==> src/logic/uart_bpf_pkg.sv <==
// Package: constants, types and shared functions of the baud, parity and filter block
package uart_bpf_pkg;

    // ****************************************
    // Register map and reset values
    // ****************************************
    localparam logic [31:0] CSEL_ADDR     = 32'hFFFFFA06;
    localparam logic [31:0] DIV_ADDR      = 32'hFFFFFA07;
    localparam logic [31:0] STATUS_ADDR   = 32'hFFFFFA08;
    localparam logic [31:0] MASK_ADDR     = 32'hFFFFFA09;
    localparam logic [3:0]  CSEL_RESET    = 4'h0;
    localparam logic [7:0]  DIV_RESET     = 8'hFF;
    localparam logic [2:0]  STATUS_RESET  = 3'h0;
    localparam logic [2:0]  MASK_RESET    = 3'h0;

    // ****************************************
    // Field layouts and codes
    // ****************************************
    localparam int          CSEL_W        = 4;
    localparam int          DIV_W         = 8;
    localparam int          PRESC_W       = 10;
    localparam int          EVT_W         = 3;
    localparam int          EVT_PARITY    = 0;
    localparam int          EVT_BADCFG    = 1;
    localparam int          EVT_NOISE     = 2;
    localparam logic [3:0]  CSEL_MAX_DIV  = 4'hA;
    localparam logic [3:0]  CSEL_EXT      = 4'hB;
    localparam logic [7:0]  K_MIN         = 8'h08;
    localparam logic [1:0]  PAR_CODE_NONE = 2'h0;
    localparam logic [1:0]  PAR_CODE_ZERO = 2'h1;
    localparam logic [1:0]  PAR_CODE_ODD  = 2'h2;
    localparam logic [1:0]  PAR_CODE_EVEN = 2'h3;
    localparam logic        LINE_IDLE     = 1'b1;

    typedef enum logic [1:0] {
        PAR_NONE,
        PAR_ZERO,
        PAR_ODD,
        PAR_EVEN
    } parity_mode_e;

    // ****************************************
    // Shared functions
    // ****************************************
    // Count of ones is odd
    function automatic logic ones_odd(input logic [7:0] data);
        ones_odd = ^data;
    endfunction

    // Mode field code to mode
    function automatic parity_mode_e decode_mode(input logic [1:0] code);
        case (code)
            PAR_CODE_ZERO: decode_mode = PAR_ZERO;
            PAR_CODE_ODD:  decode_mode = PAR_ODD;
            PAR_CODE_EVEN: decode_mode = PAR_EVEN;
            default:       decode_mode = PAR_NONE;
        endcase
    endfunction

endpackage

==> src/logic/baud_divider_counter.sv <==
// One 8-bit divider counter of the baud generator, with the halving stage
`timescale 1ns/100ps

module baud_divider_counter
    import uart_bpf_pkg::*;
(
    input  wire logic             clk_sys_i,
    input  wire logic             sys_rst_i,
    input  wire logic             run_i,
    input  wire logic             restart_i,
    input  wire logic             base_tick_i,
    input  wire logic [DIV_W-1:0] divisor_k_i,
    output logic                  div_tick_o,
    output logic                  bit_tick_o
);

    typedef struct packed {
        logic [DIV_W-1:0] cnt;
        logic             half;
        logic             div_tick;
        logic             bit_tick;
    } div_s;

    div_s st;
    div_s next_st;

    // ****************************************
    // Counter
    // ****************************************
    // Reload on terminal count; a restart realigns the phase to the start bit
    always_comb begin
        next_st          = st;
        next_st.div_tick = 1'b0;
        next_st.bit_tick = 1'b0;
        if (!run_i || restart_i) begin
            next_st.cnt  = divisor_k_i;
            next_st.half = 1'b0;
        end else if (base_tick_i) begin
            if (st.cnt <= 8'h01) begin
                next_st.cnt      = divisor_k_i;
                next_st.div_tick = 1'b1;
                next_st.half     = ~st.half;
                next_st.bit_tick = st.half;
            end else begin
                next_st.cnt = st.cnt - 8'h01;
            end
        end
    end

    // State register
    always_ff @(posedge clk_sys_i) begin
        if (sys_rst_i) begin
            st <= '{cnt: DIV_RESET, half: 1'b0, div_tick: 1'b0, bit_tick: 1'b0};
        end else begin
            st <= next_st;
        end
    end

    assign div_tick_o = st.div_tick;
    assign bit_tick_o = st.bit_tick;

    // ****************************************
    // Checks
    // ****************************************
    restart_reload_a: assert property (@(posedge clk_sys_i) disable iff (sys_rst_i)
        restart_i |=> (st.cnt == $past(divisor_k_i)) && !st.half)
        else $error("counter did not reload on restart");

    bit_halving_a: assert property (@(posedge clk_sys_i) disable iff (sys_rst_i)
        bit_tick_o |-> div_tick_o && !st.half)
        else $error("bit tick not on every second divider output");

endmodule

==> src/logic/uart_baud_parity_filter.sv <==
// Baud generator, receive noise filter and parity logic of one serial channel
//
// Local design decision: the address-and-strobe port.
`timescale 1ns/100ps

// Contract
// - Odd mode: even ones count flags error
// - Zero mode: transmitted parity bit always 0
// - Zero mode: receiver never flags parity error
// - No parity: omit bit, never flag
// - Filter updates after two equal base samples
// - Filtered input lags line up to two
// - Separate 8-bit transmit and receive dividers
// - Base clock only while channel enabled
// - Select code: fxx/2^n, 1011 external
// - Counters divide base clock by k
// - Baud rate is counter output halved
// - Reset: divisor all ones, select zero
// - Even mode: odd ones count flags error
// - Transmit parity makes total even/odd
module uart_baud_parity_filter
    import uart_bpf_pkg::*;
(
    input  wire logic        clk_sys_i,
    input  wire logic        sys_rst_i,
    input  wire logic [31:0] addr_i,
    input  wire logic [7:0]  wdata_i,
    input  wire logic        wr_i,
    input  wire logic        rd_i,
    output logic      [7:0]  rdata_o,
    output logic             irq_o,
    input  wire logic        channel_power_enable_i,
    input  wire logic        transmit_enable_bit_i,
    input  wire logic        receive_enable_bit_i,
    input  wire logic [1:0]  parity_mode_i,
    input  wire logic        external_baud_clock_in_i,
    input  wire logic        serial_rx_line_i,
    input  wire logic        rx_start_i,
    input  wire logic [7:0]  tx_data_i,
    input  wire logic [7:0]  rx_data_i,
    input  wire logic        rx_parity_bit_i,
    input  wire logic        rx_check_i,
    output logic             base_tick_o,
    output logic             filtered_rx_o,
    output logic             tx_bit_tick_o,
    output logic             rx_bit_tick_o,
    output logic             tx_div_tick_o,
    output logic             rx_div_tick_o,
    output logic             tx_parity_bit_o,
    output logic             tx_parity_en_o,
    output logic             parity_error_o
);

    typedef struct packed {
        logic [CSEL_W-1:0]  csel;
        logic [DIV_W-1:0]   div;
        logic [EVT_W-1:0]   status;
        logic [EVT_W-1:0]   mask;
        logic [7:0]         rdata;
        logic [PRESC_W-1:0] presc;
        logic               ext_prev;
        logic               base_tick;
        logic               samp;
        logic               filt;
        logic               tx_par;
        logic               tx_par_en;
        logic               par_err;
    } core_s;

    core_s        st;
    core_s        next_st;
    parity_mode_e mode;
    logic [PRESC_W-1:0] sel_mask;
    logic [EVT_W-1:0]   events;
    logic               rx_ones_odd;

    // ****************************************
    // Mode decode
    // ****************************************
    // The parity mode lives in the channel mode register outside this block
    assign mode        = decode_mode(parity_mode_i);
    assign rx_ones_odd = ones_odd(rx_data_i) ^ rx_parity_bit_i;

    // Prescaler tap mask: code n needs the low n bits all ones
    assign sel_mask = PRESC_W'((11'h001 << st.csel) - 11'h001);

    // ****************************************
    // Next state
    // ****************************************
    always_comb begin
        next_st           = st;
        events            = '0;
        next_st.rdata     = 8'h00;
        next_st.base_tick = 1'b0;
        next_st.par_err   = 1'b0;

        // Prescaler and base clock; both held at rest while the channel is off
        next_st.ext_prev = external_baud_clock_in_i;
        if (!channel_power_enable_i) begin
            next_st.presc = '0;
        end else begin
            next_st.presc = st.presc + 10'h001;
            if (st.csel <= CSEL_MAX_DIV) begin
                next_st.base_tick = ((st.presc & sel_mask) == sel_mask);
            end else if (st.csel == CSEL_EXT) begin
                // External input is assumed synchronous; rising edge is the tick
                next_st.base_tick = external_baud_clock_in_i && !st.ext_prev;
            end
        end

        // Noise filter: sample each base tick, pass only repeated values
        if (st.base_tick) begin
            next_st.samp = serial_rx_line_i;
            if (serial_rx_line_i == st.samp) begin
                next_st.filt = serial_rx_line_i;
            end else if (st.samp != st.filt) begin
                events[EVT_NOISE] = 1'b1;
            end
        end

        // Transmit parity, registered so the shifter sees a stable bit
        case (mode)
            PAR_ZERO: begin
                next_st.tx_par    = 1'b0;
                next_st.tx_par_en = 1'b1;
            end
            PAR_ODD: begin
                next_st.tx_par    = ~ones_odd(tx_data_i);
                next_st.tx_par_en = 1'b1;
            end
            PAR_EVEN: begin
                next_st.tx_par    = ones_odd(tx_data_i);
                next_st.tx_par_en = 1'b1;
            end
            default: begin
                next_st.tx_par    = 1'b0;
                next_st.tx_par_en = 1'b0;
            end
        endcase

        // Receive parity check on the shifter's strobe
        if (rx_check_i) begin
            case (mode)
                PAR_ODD:  next_st.par_err = !rx_ones_odd;
                PAR_EVEN: next_st.par_err = rx_ones_odd;
                PAR_ZERO: next_st.par_err = 1'b0;
                default:  next_st.par_err = 1'b0;
            endcase
        end
        events[EVT_PARITY] = next_st.par_err;

        // Register writes; prohibited values are stored but reported
        if (wr_i) begin
            case (addr_i)
                CSEL_ADDR: begin
                    next_st.csel = wdata_i[CSEL_W-1:0];
                    events[EVT_BADCFG] = (wdata_i > 8'h0B);
                end
                DIV_ADDR: begin
                    next_st.div = wdata_i;
                    events[EVT_BADCFG] = (wdata_i < K_MIN);
                end
                MASK_ADDR: next_st.mask = wdata_i[EVT_W-1:0];
                default:   next_st.mask = st.mask;
            endcase
        end

        // Reads; status clears on read but a same-cycle event survives
        next_st.status = st.status | events;
        if (rd_i) begin
            case (addr_i)
                CSEL_ADDR:   next_st.rdata = {4'h0, st.csel};
                DIV_ADDR:    next_st.rdata = st.div;
                STATUS_ADDR: begin
                    next_st.rdata  = {5'h00, st.status};
                    next_st.status = events;
                end
                MASK_ADDR:   next_st.rdata = {5'h00, st.mask};
                default:     next_st.rdata = 8'h00;
            endcase
        end
    end

    // ****************************************
    // State register
    // ****************************************
    always_ff @(posedge clk_sys_i) begin
        if (sys_rst_i) begin
            st        <= '0;
            st.csel   <= CSEL_RESET;
            st.div    <= DIV_RESET;
            st.status <= STATUS_RESET;
            st.mask   <= MASK_RESET;
            st.samp   <= LINE_IDLE;
            st.filt   <= LINE_IDLE;
        end else begin
            st <= next_st;
        end
    end

    // ****************************************
    // Divider counters
    // ****************************************
    // Two counters so transmit and receive keep independent phase
    baud_divider_counter tx_counter (
        .clk_sys_i   (clk_sys_i),
        .sys_rst_i   (sys_rst_i),
        .run_i       (channel_power_enable_i && transmit_enable_bit_i),
        .restart_i   (1'b0),
        .base_tick_i (st.base_tick),
        .divisor_k_i (st.div),
        .div_tick_o  (tx_div_tick_o),
        .bit_tick_o  (tx_bit_tick_o)
    );

    baud_divider_counter rx_counter (
        .clk_sys_i   (clk_sys_i),
        .sys_rst_i   (sys_rst_i),
        .run_i       (channel_power_enable_i && receive_enable_bit_i),
        .restart_i   (rx_start_i),
        .base_tick_i (st.base_tick),
        .divisor_k_i (st.div),
        .div_tick_o  (rx_div_tick_o),
        .bit_tick_o  (rx_bit_tick_o)
    );

    // ****************************************
    // Outputs
    // ****************************************
    assign rdata_o         = st.rdata;
    assign irq_o           = |(st.status & st.mask);
    assign base_tick_o     = st.base_tick;
    assign filtered_rx_o   = st.filt;
    assign tx_parity_bit_o = st.tx_par;
    assign tx_parity_en_o  = st.tx_par_en;
    assign parity_error_o  = st.par_err;

    // ****************************************
    // Checks
    // ****************************************
    reset_values_a: assert property (@(posedge clk_sys_i)
        $fell(sys_rst_i) |-> (st.csel == CSEL_RESET) && (st.div == DIV_RESET))
        else $error("register reset values wrong");

    // The tick is registered, so it may legally return one cycle after enable comes back
    clock_gated_a: assert property (@(posedge clk_sys_i) disable iff (sys_rst_i)
        !channel_power_enable_i |=> !base_tick_o && !tx_div_tick_o && !rx_div_tick_o)
        else $error("base clock ran while channel disabled");

    ext_select_a: assert property (@(posedge clk_sys_i) disable iff (sys_rst_i)
        (channel_power_enable_i && st.csel == CSEL_EXT
            && external_baud_clock_in_i && !st.ext_prev) |=> base_tick_o)
        else $error("external clock edge gave no base tick");

    odd_error_a: assert property (@(posedge clk_sys_i) disable iff (sys_rst_i)
        (rx_check_i && mode == PAR_ODD) |=> parity_error_o == !$past(rx_ones_odd))
        else $error("odd parity check wrong");

    even_error_a: assert property (@(posedge clk_sys_i) disable iff (sys_rst_i)
        (rx_check_i && mode == PAR_EVEN) |=> parity_error_o == $past(rx_ones_odd))
        else $error("even parity check wrong");

    zero_mode_a: assert property (@(posedge clk_sys_i) disable iff (sys_rst_i)
        (mode == PAR_ZERO) |=> !tx_parity_bit_o && tx_parity_en_o && !parity_error_o)
        else $error("zero parity mode misbehaved");

    no_parity_a: assert property (@(posedge clk_sys_i) disable iff (sys_rst_i)
        (mode == PAR_NONE) |=> !tx_parity_en_o && !parity_error_o)
        else $error("no-parity mode misbehaved");

    tx_total_a: assert property (@(posedge clk_sys_i) disable iff (sys_rst_i)
        (mode == PAR_EVEN || mode == PAR_ODD) |=>
            ((ones_odd($past(tx_data_i)) ^ tx_parity_bit_o) == ($past(mode) == PAR_ODD)))
        else $error("transmit parity total wrong");

    filter_hold_a: assert property (@(posedge clk_sys_i) disable iff (sys_rst_i)
        !base_tick_o |=> $stable(filtered_rx_o))
        else $error("filter changed without base tick");

    filter_follow_a: assert property (@(posedge clk_sys_i) disable iff (sys_rst_i)
        (base_tick_o && serial_rx_line_i == st.samp) |=> filtered_rx_o == $past(st.samp))
        else $error("filter missed two equal samples");

    // Status is sticky: only a status read or a mask write may drop the interrupt
    irq_sticky_a: assert property (@(posedge clk_sys_i) disable iff (sys_rst_i)
        (irq_o && !(rd_i && addr_i == STATUS_ADDR) && !(wr_i && addr_i == MASK_ADDR))
            |=> irq_o)
        else $error("interrupt dropped while status unread");

    parity_cover_c: cover property (@(posedge clk_sys_i) disable iff (sys_rst_i)
        parity_error_o);
    noise_cover_c: cover property (@(posedge clk_sys_i) disable iff (sys_rst_i)
        st.status[EVT_NOISE]);
    rx_bit_cover_c: cover property (@(posedge clk_sys_i) disable iff (sys_rst_i)
        rx_bit_tick_o);
    irq_cover_c: cover property (@(posedge clk_sys_i) disable iff (sys_rst_i)
        irq_o);
    ext_tick_cover_c: cover property (@(posedge clk_sys_i) disable iff (sys_rst_i)
        base_tick_o && st.csel == CSEL_EXT);

endmodule

==> config.mk <==
export PLATFORM = sky130hd
export DESIGN_NAME = uart_baud_parity_filter
export DESIGN_NICKNAME = d
export VERILOG_FILES = /design/src/logic/uart_bpf_pkg.sv /design/src/logic/baud_divider_counter.sv /design/src/logic/uart_baud_parity_filter.sv
export SDC_FILE = /design/constraint.sdc
export NUM_CORES = 1
export LEC_CHECK = 0
export ABC_AREA = 0
export ABC_CLOCK_PERIOD_IN_PS = 3700
export BUFFER_PORTS_ARGS = -buffer_cell sky130_fd_sc_hd__buf_2
export CELL_PAD_IN_SITES_DETAIL_PLACEMENT = 0
export CELL_PAD_IN_SITES_GLOBAL_PLACEMENT = 1
export CORE_ASPECT_RATIO = 0.7
export CORE_MARGIN = 2
export CORE_UTILIZATION = 43
export DETAILED_ROUTE_END_ITERATION = 10
export HOLD_SLACK_MARGIN = 0.02
export PLACE_DENSITY_LB_ADDON = 0.1
export SLEW_MARGIN = 15
export SYNTH_ARGS = -nofsm -noshare
export SYNTH_HDL_FRONTEND = slang
export SYNTH_SLANG_ARGS = --single-unit
==> constraint.sdc <==
create_clock -name clk_sys_i -period 3.7 [get_ports clk_sys_i]
set_input_delay 0.74 -clock clk_sys_i [delete_from_list [all_inputs] [get_ports clk_sys_i]]
set_output_delay 0.74 -clock clk_sys_i [all_outputs]
set_load 0.01 [all_outputs]
# Word level (Yosys, flattened, before mapping)
# Cells that the tools add are included.
[totals] inputBits=70 register_bits=65 out_inout_bits=18 elab_cells=106
[op_classes] shift=1 reduce_logical=25 magnitude_cmp=5 n_mux=22 add_sub_neg=4 n_eq_ne=15 bitwise_logic=13
[op_table] op="$eq 32x32->1 const B" n=4
[op_table] op="$pmux 8 s4" n=1
[op_table] op="$mux 11" n=2
[op_table] op="$mux 9" n=2
[op_table] op="$le 8x1->1 const B" n=2
[op_table] op="$mux 8" n=2
[op_table] op="$reduce_xor 8->1" n=2
[op_table] op="$sub 8x1->8 const B" n=2
[op_table] op="$mux 3" n=4
[op_table] op="$pmux 2 s3" n=2
[op_table] op="$reduce_and 2->1" n=6
[op_table] op="$add 10x1->10 const B" n=1
[op_table] op="$and 10x10->10" n=1
[op_table] op="$eq 10x10->1" n=1
[op_table] op="$shl 1x4->10 const A" n=1
[op_table] op="$sub 10x1->10 const B" n=1
[op_table] op="$not 1->1" n=9
[op_table] op="$reduce_or 3->1" n=3
[op_table] op="$eq 2x2->1 const B" n=4
[op_table] op="$gt 8x4->1 const B" n=1
[op_table] op="$lt 8x4->1 const B" n=1
[op_table] op="$reduce_or 2->1" n=4
[op_table] op="$reduce_or 4->1" n=2
[op_table] op="$mux 1" n=7
[op_table] op="14 further kinds" n=20

# Depth between registers and ports, before layout
# Gate-level depths: netlist of run 1.
[logic_depth] word_depth=8 ltp_mapped=9 ltp_nobuf=7

# By module
# From an unflattened synthesis of run 1, not the netlist that was laid out.
[hier_totals] cells_unflattened=413 hier_area_um2=3642.2
[by_module_without_submodules] mod="uart_baud_parity_filter" seq_area_each_um2=860.8 area_each_um2=2218.4 n_inst=1 cells_each=243
[by_module_without_submodules] mod="baud_divider_counter" seq_area_each_um2=220.2 area_each_um2=711.9 n_inst=2 cells_each=85

# Least setup slack after synthesis of run 1
# OpenSTA, ideal clock, no wires.
[synth_path] kind="input to register" start="in addr_i[5]" end="reg st[32] (netlist bit)" setup_ns=0.129 cell_stages=6 arrival_time_ns=2.226 setup_slack_ns=1.345 path_buffers=1 required_ns=3.571 cell_sequence="or4b_1 -> nor4_4 -> and4_1 -> buf_6 -> mux2i_1 -> nand2_1"
[synth_between] elab_chain_len=2
[synth_rtl] item="start, declared" line_no="uart_baud_parity_filter.sv:26" source="input wire logic [31:0] addr_i,"
[synth_rtl] item="$eq 32x32->1" line_no="uart_baud_parity_filter.sv:154" source="case (addr_i)"
[synth_rtl] item="$reduce_and 2->1 (no line)"
[synth_rtl] item="end signal, assigned" line_no="uart_baud_parity_filter.sv:197" source="st <= next_st;"
[synth_rtl] item="end, declared" line_no="uart_baud_parity_filter.sv:70" source="core_s st;"
# No other way between the ends.
# A chain may end at the register's enable or synchronous reset.

# Worst setup path in the final report of run 1
[layout_path] start="in addr_i[5]" end="reg st[34] (netlist bit)"
# Same word-level chain as after synthesis.

==> qor.yml, run 1 <==
die:
  die_h_um: 80.6
  die_w_um: 113
  initial_core_util_pct: 45.0
  core_sq_um: 8010
  row_count: 27
  ios: 88
  dieArea_sq_um: 9140
final_layout:
  final_cell_mix: "buf_2 (87), dfxtp_1 (65), nor2_1 (40)"
  final_util_pct: 53.9
  antenna_cells: 0
  drive_gt1_share_pct: 21.4
  area_growth_pct: 19.8
  fin_nets: 571
  final_common_cell: "buf_2"
power_and_ir_drop:
  swShare_pct: 22.4
  seqPwrFrac_pct: 42.2
  p_total_mw: 1.72
  p_comb_share_pct: 9.3
  p_int_mw: 1.33
  p_sw_mw: 0.384
  power_density_nw_per_um2: 398
  p_leak_nw: 1.90
  clkPwrFrac_pct: 48.4
  peakVddDrop_uv: 293
clocking:
  root_buffer: "clkbuf_16"
  clk_latency_ns: 0.32
  cts_buffers: 9
  cts_max_level: 3
  clock_sinks: 65
  ctsResizeCount: 0
  hold_buffers: 0
  cts_tree: "built"
  cts.path.max_buffers: 2
  cts_setup_buffers: 0
  clkTransAtPathRegs_ns: 0.05
detailed_routing:
  wl_per_cell_um: 14.7
  viasPerCell: 5.41
  drc: 0
  vias: 3249
  drtIter0Drc: 164
  finalWirelength_mm: 8.84
  postRouteAntennaNets: 0
  dr.pass1.iters: 4
timing:
  fmax_ghz: 0.407
  slew_headroom_pct: 52.4
  setup_viol: 0
  tns_ns: 0
  hold_viol: 0
  worst_pin_slew_ns: 0.713
  rsz0062_at_grt: "no"
  timing.final.crit_share_pct: 66.4
  drv_slew: 0
  min_period_ns: 2.46
  skew_ns: 0.00447
synthesis:
  ys_seq_elements: 65
  syn_inst: 425
  synth-main-ff-cell: "dfxtp_1"
  async_flop_share_pct: 0
  synth_edf_count: 0
  yosysWarnings: 0
  syn-cell-area_sq_um: 3600
  syn_avg_cell_area_sq_um: 8.48
  synth_nets: 501
  synth-seq-area-share_pct: 36.1
  synth_cell_types: 63
placement:
  portBuffers: 87
  gp_congestion: 0.813
  dp_hpwl_mm: 6.45
global_route:
  grt_max_degree: 28
  grt_pass1_wl_mm: 14.4
  gr-total-overflow: 0
  track_usage_pct: 20.1
  first_global_vias: 3008
  antenna_found_initial: 0
setup_path:
  crit_type: "primary input to flip-flop"
  cp_cell_sequence: "buf_2 > or4b_1 > nor4_4 > and4_1 > mux2i_1 > nand2_1"
  cpMaxStageDelayCell: "or4b_1"
  crit_arrival_ns: 2.64
  worstPathMaxFanout: 10
  worstSetupStartpointType: "primary input"
  r2r_start: "st[39]"
  max_stage_delay_ns: 0.56
  endpoint_kind: "flip-flop"
  r2r-end: "base_tick_o"
  cpLargestDelayFamily: "simple AND/OR/NAND/NOR gates"
  worstPathRequired_ns: 3.88
  path_buf_inv: 1
  r2r_setup_slack_ns: 1.39
  worstRegToRegCells: 6
flow_run:
  maxCapViolations: 0
hold_path:
  hold-path-cell-count: 1
  min_from: "st[7]"
  min_to: "st[7]"
  hold_path.class: "flip-flop to flip-flop"
status:
  status: "finished clean"
-- final cells by class --
class | count | area [sq um]
clock buffers | 14 | 254
clock inverters | 2 | 37.5
fillers | 748 | 3690
inverters | 15 | 56.3
multi-input cells | 315 | 2090
flip-flops and latches | 65 | 1300
well taps | 101 | 126
repair buffers | 89 | 450
-- through the flow --
step / hold slack, ns / cell area, sq um / std cells / setup slack, ns
finish: 0.468 / 4320 / 601 / 1.24
global route: 0.510 / 4320 / 601 / 1.11
CTS: 0.467 / 4320 / 601 / 1.26
detailed placement: 0.460 / 4020 / 585 / 0.919
global placement: 0.451 / 4020 / 585 / 0.963
floorplan: 0.422 / 3600 / 425 / 1.34
-- Yosys cell counts, drive strengths merged (2+ instances only) --
master | count | area (sq um)
nand3 | 9 | 45.0
a22oi | 3 | 22.5
a31oi | 5 | 31.3
o21bai | 4 | 30.0
xor2 | 12 | 105
o31ai | 2 | 20.0
mux2i | 22 | 220
and4b | 2 | 20.0
nand3b | 2 | 15.0
and3 | 7 | 43.8
o21ai | 16 | 80.1
nor2b | 3 | 18.8
buf | 13 | 91.3
nand2b | 3 | 18.8
and2 | 10 | 62.6
or4b | 3 | 30.0
nor4 | 7 | 58.8
or3 | 2 | 12.5
nor3 | 19 | 106
nand4 | 9 | 56.3
a21o | 3 | 22.5
o21a | 2 | 15.0
clkbuf | 17 | 63.8
nor3b | 8 | 60.1
nor2 | 40 | 150
a21oi | 21 | 105
xnor2 | 21 | 184
dfxtp | 65 | 1300
a211o | 3 | 26.3
o22a | 3 | 26.3
and4 | 3 | 26.3
a211oi | 2 | 15.0
nand2 | 35 | 131
inv | 15 | 56.3
ha | 6 | 75.1
o221ai | 3 | 26.3
o211ai | 6 | 45.0
or4 | 3 | 26.3
-- flip-flops by register name, indices dropped and copies added (netlist names) --
signal                 count
st                        30
filtered_rx_o              1
tx_counter.div_tick_o      1
rx_counter.st              9
parity_error_o             1
base_tick_o                1
rdata_o                    8
tx_counter.st              9
tx_parity_en_o             1
rx_counter.bit_tick_o      1
tx_counter.bit_tick_o      1
rx_counter.div_tick_o      1
tx_parity_bit_o            1
-- per-layer routing --
| layer | vias to the layer above | global-route usage, % | wire length [um] |
|---|---|---|---|
| met5 | - | 0 | 0 |
| met1 | 1514 | 27.4 | 4460 |
| met3 | 9 | 5.28 | 389 |
| met4 | 0 | 6.22 | 82 |
| li1 | 1664 | - | - |
| met2 | 62 | 31.3 | 3910 |
-- how the worst max path moves through the flow --
| stage | startpoint | slack (ns) | to | cells after the start |
|---|---|---|---|---|
| after global routing | addr_i[5] | 1.11 | st[35] | 6 |
| after detailed placement | addr_i[5] | 0.92 | st[34] | 6 |
| after CTS | addr_i[5] | 1.26 | st[34] | 6 |
| after floorplan | addr_i[5] | 1.34 | st[32] | 6 |
| final | addr_i[5] | 1.24 | st[34] | 6 |
| after global placement | addr_i[5] | 0.96 | st[36] | 6 |
-- power groups by stage --
stage / Combinational (mW) / Sequential [mW] / Clock, mW
global route: 0.177 / 0.727 / 0.884
global placement: 0.159 / 0.740 / 0
floorplan: 0.0941 / 0.740 / 0
CTS: 0.161 / 0.726 / 0.850
finish: 0.160 / 0.726 / 0.832
detailed placement: 0.161 / 0.740 / 0
-- worst register-to-register path, delay by kind of cell (launching register included) --
| family | cells | cell delay, ns |
|---|---|---|
| flops | 1 | 0.57 |
| fa+ha+maj | 1 | 0.31 |
| compound gates | 4 | 0.72 |
| simple gates | 1 | 0.63 |
-- cell families (layout without fill, tap and decap cells) --
kind of cell	Yosys count	after routing	synth area share, %
mux	22	22	6.11
buf+inv	45	120	5.87
simple gates	168	168	25.2
xor+xnor	34	34	8.65
flops	65	65	36.1
compound gates	85	85	15.9
fa+ha+maj	6	6	2.08
No activity file was read; power rests on OpenSTA's default activity.
==> inputs of run 2 (changes only) <==
--- a/config.mk
+++ b/config.mk
@@ -5,14 +5,14 @@
 export SDC_FILE = /design/constraint.sdc
 export NUM_CORES = 1
 export LEC_CHECK = 0
-export ABC_AREA = 0
-export ABC_CLOCK_PERIOD_IN_PS = 3700
+export ABC_AREA = 1
+export ABC_CLOCK_PERIOD_IN_PS = 2100
 export BUFFER_PORTS_ARGS = -buffer_cell sky130_fd_sc_hd__buf_2
 export CELL_PAD_IN_SITES_DETAIL_PLACEMENT = 0
 export CELL_PAD_IN_SITES_GLOBAL_PLACEMENT = 1
 export CORE_ASPECT_RATIO = 0.7
 export CORE_MARGIN = 2
-export CORE_UTILIZATION = 43
+export CORE_UTILIZATION = 34
 export DETAILED_ROUTE_END_ITERATION = 10
 export HOLD_SLACK_MARGIN = 0.02
 export PLACE_DENSITY_LB_ADDON = 0.1
==> constraint.sdc (replaced) <==
create_clock -name clk_sys_i -period 2.1 [get_ports clk_sys_i]
set_input_delay 0.42 -clock clk_sys_i [delete_from_list [all_inputs] [get_ports clk_sys_i]]
set_output_delay 0.42 -clock clk_sys_i [all_outputs]
set_load 0.01 [all_outputs]
==> run 2 against run 1 <==
Worst hold slack lost 0.16 ns. Count of clock-buffer cells in the layout shrank 2. Global-route usage shrank 1.4 points. Combinational power grew 92%. Highest routed layer unchanged. Register-to-register slack lost 1.1 ns. Sequential share of layout area shrank 2.8 points. Synthesized area grew 9.1%. Largest power group unchanged.
==> qor.yml, run 2 <==
timing:
  timing.final.crit_share_pct: 86.6
  worst_pin_slew_ns: 0.593
  drv_slew: 0
  slew_headroom_pct: 60.3
  setup_ws_ns: 0.282
  skew_ns: 0.00737
  hold_viol: 0
  rsz0062_at_grt: "no"
  fmax_ghz: 0.550
  setup_viol: 0
  min_period_ns: 1.82
  tns_ns: 0
die:
  die_w_um: 132
  dieArea_sq_um: 12400
  core_sq_um: 11100
  initial_core_util_pct: 35.3
  ios: 88
  die_h_um: 93.9
  row_count: 32
global_route:
  track_usage_pct: 18.7
  grt_max_degree: 17
  antenna_found_initial: 0
  grt_pass1_wl_mm: 18.4
  first_global_vias: 3782
  gr-total-overflow: 0
setup_path:
  crit_arrival_ns: 2.03
  crit_type: "flip-flop to flip-flop"
  worstSetupStartpointType: "flip-flop"
  max_stage_delay_ns: 0.30
  worstPathRequired_ns: 2.31
  worstPathMaxFanout: 14
  endpoint_kind: "flip-flop"
  cpMaxStageDelayCell: "dfxtp_1"
  cp_cell_sequence: "inv_1 > ha_1 > nor2_1 > nor3_1 > nand2_1 > nor2_1 > nand2_1 > nor3b_1"
synthesis:
  syn_avg_cell_area_sq_um: 6.74
  synth_compound_area_share_pct: 13.4
  synth.most_common_cell: "nand2_1"
  synth_fa_ha_area_share_pct: 1.91
  synth-main-ff-cell: "dfxtp_1"
  ys_seq_elements: 65
  syn-cell-area_sq_um: 3930
  synth_xor_area_share_pct: 3.12
  synthTopCellsByCount: "nand2_1 (122), inv_1 (76), nand3_1 (66), dfxtp_1 (65), nor2_1 (64)"
  async_flop_share_pct: 0
  synth_top_area_share_pct: 33.1
  synth_edf_count: 0
  synth.largest_area_cell: "dfxtp_1"
  synth_mux_area_share_pct: 0
  synthSimpleGateAreaFrac_pct: 38.2
  synth_nets: 659
  yosysWarnings: 0
  synth_cell_types: 36
  syn_inst: 583
  synth-seq-area-share_pct: 33.1
  synth_top_family_by_area: "simple AND/OR/NAND/NOR gates"
  synth.area.top_cells: "dfxtp_1 (33%), nand2_1 (12%), nand3_1 (8.4%), inv_1 (7.3%), nor2_1 (6.1%)"
final_layout:
  final_cell_mix: "nand2_1 (122), buf_2 (87), inv_1 (76)"
  antenna_cells: 0
  area_growth_pct: 21.1
  final_common_cell: "nand2_1"
  largest_reg_flops: 30
  fin_nets: 746
  finalNonFillerCells: 827
  nFillCells: 1222
  drive_gt1_share_pct: 20.8
  top_regs: "st x30, rx_counter.st x9, tx_counter.st x9"
  top_register: "st"
placement:
  portBuffers: 87
  dpl.cell_count: 812
  pre_cts_slack_ns: 0.278
  dp_hpwl_mm: 8.71
  gp_congestion: 0.828
power_and_ir_drop:
  swShare_pct: 25.1
  p_comb_share_pct: 10.5
  p_leak_nw: 2.31
  peakVddDrop_uv: 393
  p_sw_mw: 0.738
  p_total_mw: 2.94
  seqPwrFrac_pct: 43.4
  p_int_mw: 2.21
  clkPwrFrac_pct: 46.1
  power_density_nw_per_um2: 619
clocking:
  cts_buffers: 9
  cts_setup_buffers: 0
  clock_sinks: 65
  cts_tree: "built"
  clkTransAtPathRegs_ns: 0.06
  root_buffer: "clkbuf_16"
  ctsResizeCount: 0
  hold_buffers: 0
  cts.path.max_buffers: 2
  cts_max_level: 3
  clk_latency_ns: 0.33
status:
  status: "finished clean"
detailed_routing:
  finalWirelength_mm: 11.0
  postRouteAntennaNets: 0
  viasPerCell: 4.85
  vias: 4008
  drtIter0Drc: 266
  dr.pass1.iters: 5
  wl_per_cell_um: 13.3
  drc: 0
flow_run:
  maxCapViolations: 0
hold_path:
  hold_path.class: "primary input to flip-flop"
run 2: worst paths after layout:
kind | from | end | slack, ns | cells after the start
max | rx_counter.st[4] | rx_counter.st[2] | 0.28 | 8
min reg2reg | st[27] | st[27] | 0.47 | 2
min | external_baud_clock_in_i | st[6] | 0.31 | 3
max reg2reg | rx_counter.st[4] | rx_counter.st[2] | 0.28 | 8
run 2: cells by family after synthesis:
family,Yosys count
and+or+nand+nor,315
buffers and inverters,95
AOI/OAI and AO/OA,88
DFF,65
xor gates and xnor gates,14
adders and majority gates,6
run 2: final cells by class:
cell class	instances	area [sq um]	share of cell area (%)
inverters	77	289	6.07
multi-input cells	423	2230	46.8
repair buffers	94	488	10.3
clock buffers	12	246	5.18
flip-flops and latches	65	1300	27.3
well taps	153	191	4.02
clock inverters	3	17.5	0.368
run 2: critical path, delay by kind of cell, from the launching register on:
family	cells	cell delay, ns
simple gates	6	1.04
flops	1	0.30
fa+ha+maj	1	0.22
buf+inv	1	0.13
run 2: power by group through the flow:
| stage | Sequential (mW) | Combinational (mW) | Clock [mW] |
|---|---|---|---|
| floorplan | 1.30 | 0.172 | 0 |
| global placement | 1.30 | 0.304 | 0 |
| detailed placement | 1.30 | 0.308 | 0 |
| CTS | 1.28 | 0.310 | 1.39 |
| global route | 1.28 | 0.354 | 1.44 |
| finish | 1.28 | 0.308 | 1.36 |
run 2: through the flow:
step,instance area [sq um],hold slack (ns),util (%)
after floorplan,3930,0.432,-
after global placement,4500,0.445,40.4
after detailed placement,4500,0.458,40.4
after CTS,4760,0.306,42.8
after global routing,4760,0.330,42.8
final,4760,0.308,42.8
run 2: metal layers:
metal / wire length [um] / up-vias / track usage (%)
met5: 0 / - / 0
met4: 83 / 0 / 4.57
met3: 647 / 9 / 4.31
met2: 4620 / 107 / 29.3
met1: 5650 / 1794 / 26.1
li1: - / 2098 / -
